File: src/common/mbrs_params.svh
/*
 * Constants shared by both ends of the serial register link: frame limits, function and exception
 * codes, register addresses, key values and the master's answer timeout.
 * Assumes it is included by bare name wherever a constant is needed.
 */
`ifndef MBRS_PARAMS_SVH
`define MBRS_PARAMS_SVH
`define MBRS_MAX_FRAME 9'h100
`define MBRS_MIN_FRAME 9'h004
`define MBRS_CRC_PRESET 16'hFFFF
`define MBRS_CRC_POLY 16'hA001
`define MBRS_BCAST_ADDR 8'h00
`define MBRS_FC_RD_HOLD 8'h03
`define MBRS_FC_RD_INPUT 8'h04
`define MBRS_FC_WR_SINGLE 8'h06
`define MBRS_FC_WR_MULTI 8'h10
`define MBRS_FC_EXC_FLAG 8'h80
`define MBRS_EXC_FUNC 8'h01
`define MBRS_EXC_ADDR 8'h02
`define MBRS_EXC_VALUE 8'h03
`define MBRS_REG_BAUD 16'h9C45
`define MBRS_REG_KEY 16'h9C49
`define MBRS_KEY_UNLOCK 32'h00001267
`define MBRS_KEY_LOCK 32'h00000000
`define MBRS_BAUD_19200 32'h000000C0
`define MBRS_BAUD_RESET 32'h000000C0
`define MBRS_PAIR_COUNT 16'h0002
`define MBRS_PAIR_BYTES 8'h04
`define MBRS_IN_LO_A 16'h0002
`define MBRS_IN_HI_A 16'h1386
`define MBRS_IN_LO_B 16'h1388
`define MBRS_IN_HI_B 16'h13A2
`define MBRS_IN_REG_BASE 16'h7531
`define MBRS_LEN_READ 9'h008
`define MBRS_LEN_WRITE 9'h00D
`define MBRS_TIMEOUT 16'h4E20
`endif

File: src/common/mbrs_pkg.sv
/*
 * Types and the checksum step shared by both ends.
 * Assumes the constants header is on the include path.
 */
`include "mbrs_params.svh"
package mbrs_pkg;
	typedef logic [7:0] mbrs_byte_t;
	typedef logic [15:0] mbrs_crc_t;
	typedef enum logic [1:0] {
		MBRS_S_RX = 2'b00,
		MBRS_S_EXEC = 2'b01,
		MBRS_S_TX = 2'b10
	} mbrs_dev_state_e;
	typedef enum logic [1:0] {
		MBRS_H_IDLE = 2'b00,
		MBRS_H_TX = 2'b01,
		MBRS_H_WAIT = 2'b10
	} mbrs_host_state_e;

	// Advances the reflected checksum by one byte.
	function automatic mbrs_crc_t mbrs_crc_step(input mbrs_crc_t crc, input mbrs_byte_t data);
		mbrs_crc_t c;
		c = crc ^ {8'h00, data};
		for (int i = 0; i < 8; i++) begin
			if (c[0]) begin
				c = (c >> 1) ^ `MBRS_CRC_POLY;
			end else begin
				c = c >> 1;
			end
		end
		return c;
	endfunction
endpackage

File: src/common/mbrs_link_if.sv
/*
 * Byte stream between master and slave, one byte per valid cycle, last marking the frame end.
 * Assumes both ends run on the same clock; each byte is taken on the cycle it is valid.
 */
`timescale 1ns/1ps
interface mbrs_link_if;
	logic m2s_valid;
	logic [7:0] m2s_data;
	logic m2s_last;
	logic s2m_valid;
	logic [7:0] s2m_data;
	logic s2m_last;
	modport master (output m2s_valid, output m2s_data, output m2s_last,
		input s2m_valid, input s2m_data, input s2m_last);
	modport slave (input m2s_valid, input m2s_data, input m2s_last,
		output s2m_valid, output s2m_data, output s2m_last);
endinterface

File: src/logic/mbrs_slave.sv
/*
 * Slave end: collects request frames, checks them, executes register reads and writes, answers.
 * Assumes the master sends no new frame until the answer has ended and measured values are
 * presented combinationally on meas_value_i for the register number on meas_reg_o.
 */
`timescale 1ns/1ps
`include "mbrs_params.svh"
module mbrs_slave
	import mbrs_pkg::*;
(
	input wire logic mclk_i,
	input wire logic rst_b_i,
	mbrs_link_if.slave link,
	input wire logic [7:0] slave_addr_i,
	input wire logic [31:0] meas_value_i,
	output logic [15:0] meas_reg_o,
	output logic [31:0] baud_rate_o,
	output logic unlocked_o,
	output logic store_o,
	output logic frame_drop_o
);
	mbrs_byte_t rx_buf [0:255];
	mbrs_byte_t tx_buf_reg [0:6];
	mbrs_byte_t tx_buf_next [0:6];
	mbrs_dev_state_e state_reg, state_next;
	logic [8:0] rx_cnt_reg, rx_cnt_next;
	logic [8:0] rx_len_reg, rx_len_next;
	logic rx_ovf_reg, rx_ovf_next;
	mbrs_crc_t rx_crc_reg, rx_crc_next;
	logic [31:0] baud_reg, baud_next;
	logic [31:0] key_reg, key_next;
	logic unlock_reg, unlock_next;
	logic store_reg, store_next;
	logic drop_reg, drop_next;
	logic [3:0] tx_len_reg, tx_len_next;
	logic [3:0] tx_idx_reg, tx_idx_next;
	mbrs_crc_t tx_crc_reg, tx_crc_next;
	logic out_valid_reg, out_valid_next;
	logic out_last_reg, out_last_next;
	mbrs_byte_t out_data_reg, out_data_next;
	logic buf_we;
	mbrs_crc_t crc_in;
	mbrs_byte_t fc;
	logic [15:0] start_addr;
	logic [15:0] reg_count;
	logic [31:0] wr_value;
	logic [31:0] rd_value;
	logic is_hold;
	logic is_input;
	logic is_bcast;
	mbrs_byte_t exc;
	logic do_read;
	logic do_write;

	assign fc = rx_buf[1];
	assign start_addr = {rx_buf[2], rx_buf[3]};
	assign reg_count = {rx_buf[4], rx_buf[5]};
	assign wr_value = {rx_buf[7], rx_buf[8], rx_buf[9], rx_buf[10]};
	assign is_bcast = (rx_buf[0] == `MBRS_BCAST_ADDR);
	assign is_hold = (start_addr == `MBRS_REG_BAUD) || (start_addr == `MBRS_REG_KEY);
	assign is_input = !start_addr[0] && (((start_addr >= `MBRS_IN_LO_A) && (start_addr <= `MBRS_IN_HI_A))
		|| ((start_addr >= `MBRS_IN_LO_B) && (start_addr <= `MBRS_IN_HI_B)));
	assign meas_reg_o = start_addr + `MBRS_IN_REG_BASE;
	assign crc_in = mbrs_crc_step(rx_crc_reg, link.m2s_data);
	assign buf_we = (state_reg == MBRS_S_RX) && link.m2s_valid && (rx_cnt_reg < `MBRS_MAX_FRAME);

	// Validates the collected request; nothing is changed unless the whole check passes.
	always_comb begin
		exc = 8'h00;
		do_read = 1'b0;
		do_write = 1'b0;
		rd_value = (start_addr == `MBRS_REG_KEY) ? key_reg : baud_reg;
		unique case (fc)
			`MBRS_FC_RD_HOLD, `MBRS_FC_RD_INPUT: begin
				if ((fc == `MBRS_FC_RD_HOLD) ? is_input : is_hold) begin
					exc = `MBRS_EXC_FUNC;
				end else if (!((fc == `MBRS_FC_RD_HOLD) ? is_hold : is_input)) begin
					exc = `MBRS_EXC_ADDR;
				end else if ((reg_count != `MBRS_PAIR_COUNT) || (rx_len_reg != `MBRS_LEN_READ)) begin
					exc = `MBRS_EXC_VALUE;
				end else begin
					do_read = 1'b1;
				end
				if (fc == `MBRS_FC_RD_INPUT) begin
					rd_value = meas_value_i;
				end
			end
			`MBRS_FC_WR_SINGLE: begin
				exc = (is_hold || is_input) ? `MBRS_EXC_FUNC : `MBRS_EXC_ADDR;
			end
			`MBRS_FC_WR_MULTI: begin
				if (is_input) begin
					exc = `MBRS_EXC_FUNC;
				end else if (!is_hold) begin
					exc = `MBRS_EXC_ADDR;
				end else if ((reg_count != `MBRS_PAIR_COUNT) || (rx_buf[6] != `MBRS_PAIR_BYTES)
					|| (rx_len_reg != `MBRS_LEN_WRITE)) begin
					exc = `MBRS_EXC_VALUE;
				end else if (start_addr == `MBRS_REG_KEY) begin
					if ((wr_value == `MBRS_KEY_UNLOCK) || (wr_value == `MBRS_KEY_LOCK)) begin
						do_write = 1'b1;
					end else begin
						exc = `MBRS_EXC_VALUE;
					end
				end else if (!unlock_reg) begin
					exc = `MBRS_EXC_VALUE;
				end else begin
					do_write = 1'b1;
				end
			end
			default: begin
				exc = `MBRS_EXC_FUNC;
			end
		endcase
	end

	always_comb begin
		state_next = state_reg;
		rx_cnt_next = rx_cnt_reg;
		rx_len_next = rx_len_reg;
		rx_ovf_next = rx_ovf_reg;
		rx_crc_next = rx_crc_reg;
		baud_next = baud_reg;
		key_next = key_reg;
		unlock_next = unlock_reg;
		store_next = 1'b0;
		drop_next = 1'b0;
		tx_len_next = tx_len_reg;
		tx_idx_next = tx_idx_reg;
		tx_crc_next = tx_crc_reg;
		out_valid_next = 1'b0;
		out_last_next = 1'b0;
		out_data_next = out_data_reg;
		for (int i = 0; i < 7; i++) begin
			tx_buf_next[i] = tx_buf_reg[i];
		end
		unique case (state_reg)
			MBRS_S_RX: begin
				if (link.m2s_valid) begin
					rx_crc_next = crc_in;
					if (rx_cnt_reg < `MBRS_MAX_FRAME) begin
						rx_cnt_next = rx_cnt_reg + 9'h001;
					end else begin
						rx_ovf_next = 1'b1;
					end
					if (link.m2s_last) begin
						rx_cnt_next = 9'h000;
						rx_ovf_next = 1'b0;
						rx_crc_next = `MBRS_CRC_PRESET;
						rx_len_next = rx_cnt_reg + 9'h001;
						if (rx_ovf_reg || (rx_cnt_reg >= `MBRS_MAX_FRAME) || (rx_cnt_reg < 9'h003)
							|| (crc_in != 16'h0000)) begin
							drop_next = 1'b1;
						end else if ((rx_buf[0] == slave_addr_i) || (rx_buf[0] == `MBRS_BCAST_ADDR)) begin
							state_next = MBRS_S_EXEC;
						end
					end
				end
			end
			MBRS_S_EXEC: begin
				state_next = is_bcast ? MBRS_S_RX : MBRS_S_TX;
				if (do_write && (start_addr == `MBRS_REG_KEY)) begin
					key_next = wr_value;
					unlock_next = (wr_value == `MBRS_KEY_UNLOCK);
					store_next = (wr_value == `MBRS_KEY_LOCK);
				end else if (do_write) begin
					baud_next = wr_value;
				end
				if (is_bcast && (fc != `MBRS_FC_WR_MULTI)) begin
					baud_next = baud_reg;
					key_next = key_reg;
					unlock_next = unlock_reg;
					store_next = 1'b0;
				end
				tx_buf_next[0] = rx_buf[0];
				tx_buf_next[1] = fc;
				tx_idx_next = 4'h0;
				tx_crc_next = `MBRS_CRC_PRESET;
				if (exc != 8'h00) begin
					tx_buf_next[1] = fc | `MBRS_FC_EXC_FLAG;
					tx_buf_next[2] = exc;
					tx_len_next = 4'h3;
				end else if (do_read) begin
					tx_buf_next[2] = `MBRS_PAIR_BYTES;
					tx_buf_next[3] = rd_value[31:24];
					tx_buf_next[4] = rd_value[23:16];
					tx_buf_next[5] = rd_value[15:8];
					tx_buf_next[6] = rd_value[7:0];
					tx_len_next = 4'h7;
				end else begin
					for (int i = 2; i < 6; i++) begin
						tx_buf_next[i] = rx_buf[i];
					end
					tx_len_next = 4'h6;
				end
			end
			MBRS_S_TX: begin
				out_valid_next = 1'b1;
				tx_idx_next = tx_idx_reg + 4'h1;
				if (tx_idx_reg < tx_len_reg) begin
					out_data_next = tx_buf_reg[tx_idx_reg[2:0]];
					tx_crc_next = mbrs_crc_step(tx_crc_reg, tx_buf_reg[tx_idx_reg[2:0]]);
				end else if (tx_idx_reg == tx_len_reg) begin
					out_data_next = tx_crc_reg[7:0];
				end else begin
					out_data_next = tx_crc_reg[15:8];
					out_last_next = 1'b1;
					state_next = MBRS_S_RX;
				end
			end
			default: begin
				state_next = MBRS_S_RX;
			end
		endcase
	end

	always_ff @(posedge mclk_i) begin
		if (buf_we) begin
			rx_buf[rx_cnt_reg[7:0]] <= link.m2s_data;
		end
	end

	always_ff @(posedge mclk_i or negedge rst_b_i) begin
		if (!rst_b_i) begin
			state_reg <= MBRS_S_RX;
			rx_cnt_reg <= 9'h000;
			rx_len_reg <= 9'h000;
			rx_ovf_reg <= 1'b0;
			rx_crc_reg <= `MBRS_CRC_PRESET;
			baud_reg <= `MBRS_BAUD_RESET;
			key_reg <= `MBRS_KEY_LOCK;
			unlock_reg <= 1'b0;
			store_reg <= 1'b0;
			drop_reg <= 1'b0;
			tx_len_reg <= 4'h0;
			tx_idx_reg <= 4'h0;
			tx_crc_reg <= `MBRS_CRC_PRESET;
			out_valid_reg <= 1'b0;
			out_last_reg <= 1'b0;
			out_data_reg <= 8'h00;
			for (int i = 0; i < 7; i++) begin
				tx_buf_reg[i] <= 8'h00;
			end
		end else begin
			state_reg <= state_next;
			rx_cnt_reg <= rx_cnt_next;
			rx_len_reg <= rx_len_next;
			rx_ovf_reg <= rx_ovf_next;
			rx_crc_reg <= rx_crc_next;
			baud_reg <= baud_next;
			key_reg <= key_next;
			unlock_reg <= unlock_next;
			store_reg <= store_next;
			drop_reg <= drop_next;
			tx_len_reg <= tx_len_next;
			tx_idx_reg <= tx_idx_next;
			tx_crc_reg <= tx_crc_next;
			out_valid_reg <= out_valid_next;
			out_last_reg <= out_last_next;
			out_data_reg <= out_data_next;
			for (int i = 0; i < 7; i++) begin
				tx_buf_reg[i] <= tx_buf_next[i];
			end
		end
	end

	assign link.s2m_valid = out_valid_reg;
	assign link.s2m_data = out_data_reg;
	assign link.s2m_last = out_last_reg;
	assign baud_rate_o = baud_reg;
	assign unlocked_o = unlock_reg;
	assign store_o = store_reg;
	assign frame_drop_o = drop_reg;
endmodule

File: src/flat_wrapper.sv
// flat-port wrapper written by rule: the top's interface ports become plain ports
module mbrs_slave_flat import mbrs_pkg::*;
  (mclk_i, rst_b_i, slave_addr_i, meas_value_i, meas_reg_o, baud_rate_o, unlocked_o, store_o, frame_drop_o, link_m2s_valid, link_m2s_data, link_m2s_last, link_s2m_valid, link_s2m_data, link_s2m_last);
  mbrs_link_if link_i ();
  input wire logic mclk_i;
  input wire logic rst_b_i;
  input wire logic [7:0] slave_addr_i;
  input wire logic [31:0] meas_value_i;
  output logic [15:0] meas_reg_o;
  output logic [31:0] baud_rate_o;
  output logic unlocked_o;
  output logic store_o;
  output logic frame_drop_o;
  input wire logic [$bits(link_i.m2s_valid)-1:0] link_m2s_valid;
  input wire logic [$bits(link_i.m2s_data)-1:0] link_m2s_data;
  input wire logic [$bits(link_i.m2s_last)-1:0] link_m2s_last;
  output wire logic [$bits(link_i.s2m_valid)-1:0] link_s2m_valid;
  output wire logic [$bits(link_i.s2m_data)-1:0] link_s2m_data;
  output wire logic [$bits(link_i.s2m_last)-1:0] link_s2m_last;
  assign link_i.m2s_valid = link_m2s_valid;
  assign link_i.m2s_data = link_m2s_data;
  assign link_i.m2s_last = link_m2s_last;
  assign link_s2m_valid = link_i.s2m_valid;
  assign link_s2m_data = link_i.s2m_data;
  assign link_s2m_last = link_i.s2m_last;
  mbrs_slave u_core (.mclk_i(mclk_i), .rst_b_i(rst_b_i), .link(link_i), .slave_addr_i(slave_addr_i), .meas_value_i(meas_value_i), .meas_reg_o(meas_reg_o), .baud_rate_o(baud_rate_o), .unlocked_o(unlocked_o), .store_o(store_o), .frame_drop_o(frame_drop_o));
endmodule
File: config.mk
export PLATFORM = sky130hd
export DESIGN_NAME = mbrs_slave_flat
export DESIGN_NICKNAME = d
export VERILOG_FILES = /design/src/common/mbrs_pkg.sv /design/src/common/mbrs_link_if.sv /design/src/logic/mbrs_slave.sv /design/src/flat_wrapper.sv
export VERILOG_INCLUDE_DIRS = /design/src /design/src/common
export SDC_FILE = /design/constraint.sdc
export NUM_CORES = 1
export LEC_CHECK = 0
export BUFFER_PORTS_ARGS = -buffer_cell sky130_fd_sc_hd__buf_4
export CAP_MARGIN = 30
export CORE_ASPECT_RATIO = 1.75
export CORE_MARGIN = 4
export CORE_UTILIZATION = 50
export DETAILED_ROUTE_END_ITERATION = 8
export HOLD_SLACK_MARGIN = 0.12
export PLACE_DENSITY = 0.73
export SETUP_SLACK_MARGIN = 0.05
export SLEW_MARGIN = 20
export SYNTH_ARGS = -nofsm -noshare
export SYNTH_HDL_FRONTEND = slang
export SYNTH_SLANG_ARGS = --single-unit
File: constraint.sdc
create_clock -name mclk_i -period 5.6 [get_ports mclk_i]
set_input_delay 0.28 -clock mclk_i [delete_from_list [all_inputs] [get_ports mclk_i]]
set_output_delay 0.28 -clock mclk_i [all_outputs]
set_load 0.1 [all_outputs]
# ---- After elaboration in Yosys (flattened, before gate mapping)
# Memory sizes are Yosys's and may differ from the RTL's.
# Index checks and enable logic that the tools add are counted.
dict set report word_totals {
  regBits 194
  ramBits 2048
  input_bits 52
  out_inout_bits 61
  word_cells 215
  memories 1
}
dict set report op_classes {
  n_addsub 3
  magnitude_cmp 9
  eq_ne 24
  muxes 96
  bitwise 22
  reduce_logical 37
}
# name words width read_ports rd_ports_with_merged_regs wr line
set memory_table {}
lappend memory_table {u_core.rx_buf 256 8 11 0 1 mbrs_slave.sv:22} ;# mbrs_byte_t rx_buf [0:255];
# cell n
set ops {}
lappend ops {{16-bit two-way mux} 32}
lappend ops {{32-bit two-way mux} 4}
lappend ops {{8-bit two-way mux} 12}
lappend ops {{2-bit NOT with 3-bit output} 16}
lappend ops {{16-bit equality test (second input constant)} 2}
lappend ops {{32-bit by 13-bit equality test with 1-bit output (second input constant)} 1}
lappend ops {{16-bit by 13-bit less-or-equal comparator with 1-bit output (second input constant)} 2}
lappend ops {{32-bit logical NOT} 1}
lappend ops {{16-bit case mux with 2 select lines} 1}
lappend ops {{16-bit by 8-bit bitwise XOR with 16-bit output} 2}
lappend ops {{1-bit two-way mux} 29}
lappend ops {{8-bit binary-select mux with 3-bit select} 1}
lappend ops {{8-bit case mux with 3 select lines} 1}
lappend ops {{2-bit two-way mux} 11}
lappend ops {{9-bit two-way mux} 2}
lappend ops {{9-bit by 4-bit != test with 1-bit output (second input constant)} 2}
lappend ops {{16-bit by 15-bit adder with 16-bit output (second input constant)} 1}
lappend ops {{8-bit by 3-bit equality test with 1-bit output (second input constant)} 2}
lappend ops {{16-bit by 13-bit greater-or-equal comparator with 1-bit output (second input constant)} 1}
lappend ops {{16-bit by 2-bit greater-or-equal comparator with 1-bit output (second input constant)} 1}
lappend ops {{16-bit by 2-bit != test with 1-bit output (second input constant)} 1}
lappend ops {{16-bit nonzero test} 1}
lappend ops {{3-bit AND reduction} 5}
lappend ops {{2-bit != test (second input constant)} 7}
lappend ops {{32 further kinds} 53}

# ---- Logic depth before layout (Yosys ltp)
dict set report depth {
  depth_word 37
  depth_mapped 13
}

# ---- Least setup slack after synthesis
# Ideal clock, no wire load.
dict set report synth_timing {
  path_kind {register to output}
  start {memory u_core.rx_buf[3][0] (netlist name)}
  end {output meas_reg_o[14]}
  t_arrival_ns 3.211
  t_required_ns 5.320
  setup_slack_ns 2.109
  stages_incl_launch_ff 9
  path_cell_list {edfxtp_1 -> ha_1 -> nand3_1 -> nor3b_1 -> nor2_1 -> o21a_1 -> o21a_1 -> nor3_1 -> xor2_1}
}
# element line
set synth_lines {}
lappend synth_lines {{start: declaration} mbrs_slave.sv:22}
lappend synth_lines {{end: declaration} flat_wrapper.sv:9} ;# output logic [15:0] meas_reg_o;

==> out/results.md <==
| Step | Metric | This run |
|:---|:---|:---|
| status | Outcome | finished, final reports clean |
| logic synthesis | Post-synthesis async set-or-reset flop share | 68.68% |
| global route | Total track usage | 23.12% |
| clock network | TritonCTS Buffers | 26 |
| logic synthesis | Area share of the leading cell type in the synthesized netlist | 30.58% |
| placed design | Pre-CTS worst setup slack | 1610 ps |
| logic synthesis | Synthesized Nets | 1159 |
| setup path | Worst endpoint data arrival time | 4440 ps |
| clock network | Number of cells upsized or downsized after cts | 0 |
| setup path | Reg2reg setup slack | 1590 ps |
| final layout | Layout cells sized above 1 | 23.30% |
| detailed routing | Met2 WL post-DR | 18190 µm |
| floorplan | Initial standard-cell utilization of the core | 51.16% |
| final layout | Highest-count cells in the layout ignoring fill and taps | 159 x dfrtp_1, 121 x buf_4, 106 x nand2_1, 88 x edfxtp_1, 77 x o21ai_0 |
| detailed routing | Routed wire length per instance | 21.44 µm |
| floorplan | Standard-cell row count | 77 |
| clock network | Hold-fix buffer count after cts | 31 |
| logic synthesis | Main area contributors after synthesis | dfrtp_1 31%, edfxtp_1 20%, dfstp_2 6.9% |
| global route | Number of global-route vias before repair | 9217 |
| floorplan | Die Width | 129.9 µm |
| final layout | Number of inserted filler cells in the final layout | 2056 |
| sta | Post-route fraction of the period consumed by the critical path | 71.67% |
| sta | Setup ws final | 1587 ps |
| setup path | Worst-path maximum fanout | 25 |
| final layout | Final core utilization | 59.99% |
| detailed routing | Detailed Route Iter0 Violations | 674 |
| final layout | Leading cell type in the layout, fill and taps excluded | dfrtp_1 |
| floorplan | Die H | 221.4 µm |
| global route | Leftover overflow at the end of global routing | 0 |
| sta | Final max-slew violation count | 0 |
| final layout | Antenna cells | 0 |
| sta | Count of final setup violators | 0 |
| clock network | Clock tree buffer depth | 3 |
| detailed routing | Detail Route met3 WL | 1237 µm |
| power | Pwr per Cell Area | 291.6 mW/mm² |
| detailed routing | First drt pass iteration count | 6 |
| clock network | Clock insertion delay at the later pin of the skew report | 540 ps |
| sta | Minimum period implied by the final worst setup slack | 4013 ps |
| min path | Path category of the worst min-delay check | primary input to flip-flop |
| setup path | Startpoint class of the critical path | flip-flop |
| sta | Count of final hold-check violations | 0 |
| sta | Worst setup skew after layout | 25.33 ps |
| detailed routing | Highest metal layer with signal wires | met4 |
| final layout | Max FFs per register | 88 |
| clock network | Clock tree from TritonCTS | built |
| global route | Initial antenna violation count | 0 |
| logic synthesis | Mapped Area | 0.01301 mm² |
| detailed routing | Detailed-route via count | 8944 |
| logic synthesis | Share of synthesized area occupied by flip-flops and latches | 57.76% |
| global route | Wire length of the first global-routing pass | 51680 µm |
| logic synthesis | Area leader, netlist | dfrtp_1 |
| detailed routing | Total wire length after detailed routing | 33280 µm |
| logic synthesis | Total of warnings raised by yosys | 0 |
| setup path | Category of the most critical setup path | flip-flop to flip-flop |
| detailed routing | Routed via count divided by cell count | 5.763 |
| power | Worst supply voltage drop on vdd | 258.2 µV |
| sta | Worst-case headroom to the max-slew limit | 39.09% |
| clock network | H-tree level count | 1 |
| placed design | Final weighted congestion in routability-driven placement | 0.9091 |
| power | Leakage | 6.574 nW |
| placed design | Number of I/O port buffers | 112 |
| final layout | Synthesis-to-layout area growth | 17.27% |
| floorplan | Die area | 0.02877 mm² |
| setup path | Endpoint kind of the worst setup timing path | flip-flop |
| logic synthesis | Number of synthesized flops with an enable pin | 88 |
| sta | Slew at the pin closest to its max-slew limit | 912.6 ps |
| clock network | Post-CTS Setup Bufs | 0 |
| placed design | Detail Placement HPWL | 24290 µm |
| sta | Setup Total Neg Slack | 0 ps |
| sta | Unrepaired setup endpoints after global routing | no |
| floorplan | Core area | 0.02543 mm² |
| detailed routing | Antenna-violating nets left | 0 |
| clock network | Master cell of the clock root buffer | clkbuf_16 |
| logic synthesis | Synthesized instance count | 1092 |
| detailed routing | Final routed DRC violation total | 0 |
| floorplan | IO Count | 113 |
| sta | Max frequency | 249.2 MHz |
| logic synthesis | Prevailing post-synth register cell | dfrtp_1 |
| global route | Maximum number of pins on one net before global-route repair | 88 |
| setup path | WP data required | 6030 ps |
| clock network | Sink Count | 281 |
| detailed routing | Met1 wire length | 12660 µm |
| logic synthesis | Post-synthesis register bit count | 281 |
| final layout | Nets@finish | 1283 |
| run | Maximum capacitance violations | 0 |
| clock network | Clock edge transition at the registers on the reported setup and hold paths | 70 ps |
| logic synthesis | Post-synthesis area per instance | 11.92 µm² |
| logic synthesis | Number of different library cells in the post-synthesis netlist | 75 |
## cell type report
type | count | area (µm²) | area share, %
clock inverter | 13 | 80.08 | 0.5248
timing repair buffer | 155 | 1262 | 8.274
inverter | 24 | 90.09 | 0.5904
multi-input combinational | 728 | 5159 | 33.81
tap | 316 | 395.4 | 2.591
sequential | 281 | 7515 | 49.25
clock buffer | 35 | 757.0 | 4.961
## worst max-delay path, cell delays in order (launching register included)
cell and delay [ps]:
edfxtp_1 370, or4_1 610, or4_1 490, nor2_2 720, nand2_1 110, o221ai_1 200
buf_4 250, or2_1 560, buf_8 230, mux2_2 340
## where the power goes
part / switching (mW) / internal (mW)
Sequential: 0.0489 / 2.20
Clock: 0.767 / 0.954
Combinational: 0.291 / 0.188
Total: 1.11 / 3.34
## layer usage
metal	vias to the layer above	track usage, %
li1	4178	-
met1	4448	27.64
met2	246	42.31
met3	72	2.389
met4	0	8.255
met5	-	0
## stage by stage
stage                     power (mW)  area [µm²]  std cells  hold WS [ps]
after detailed placement       2.748       14100       1472         387.8
after CTS                      4.477       15240       1551         123.0
after global routing           4.601       15260       1552         137.2
after global placement         2.737       14080       1471         385.8
after floorplan                2.583       13010       1092        -15.59
final                          4.449       15260       1552         128.1
## cell families after synthesis
family,count (synthesis),share of synthesized area (%)
fa+ha+maj,15,1.442
buf+inv,83,2.693
flops,281,57.76
mux,124,10.63
compound gates,212,10.39
simple gates,307,11.73
xor+xnor,70,5.366
## synthesized netlist by cell type, types with 15 or more instances
library cell	instances
inv_1	24
nand2_1	106
clkbuf_1	39
o211ai_1	21
a21oi_1	35
xor2_1	23
edfxtp_1	88
nand3_1	20
mux2_2	65
dfrtp_1	159
mux2i_1	41
and2_1	29
dfstp_2	34
nor4_1	18
xnor2_1	40
ha_1	15
o21ai_1	17
nor2_1	62
o21ai_0	77
## path summary, 6_finish.rpt
| kind | cells after the start | startpoint | end |
|---|---|---|---|
| max in group asynchronous | 3 | rst_b_i | u_core.rx_len_reg[5]$_DFFE_PN0P_ |
| worst max register to register | 9 | u_core.rx_buf[1][3]$_DFFE_PP_ | u_core.tx_buf_reg[26]$_DFFE_PN0P_ |
| worst min register to register | 2 | u_core.tx_len_reg[1]$_DFFE_PN0P_ | u_core.tx_len_reg[1]$_DFFE_PN0P_ |
| worst max-delay path | 9 | u_core.rx_buf[1][3]$_DFFE_PP_ | u_core.tx_buf_reg[26]$_DFFE_PN0P_ |
| min in group asynchronous | 2 | rst_b_i | u_core.link.s2m_data[6]$_DFFE_PN0P_ |
| worst min-delay path | 3 | meas_value_i[19] | u_core.tx_buf_reg[19]$_DFFE_PN0P_ |
Note: power is estimated with default switching activity, not from simulation.
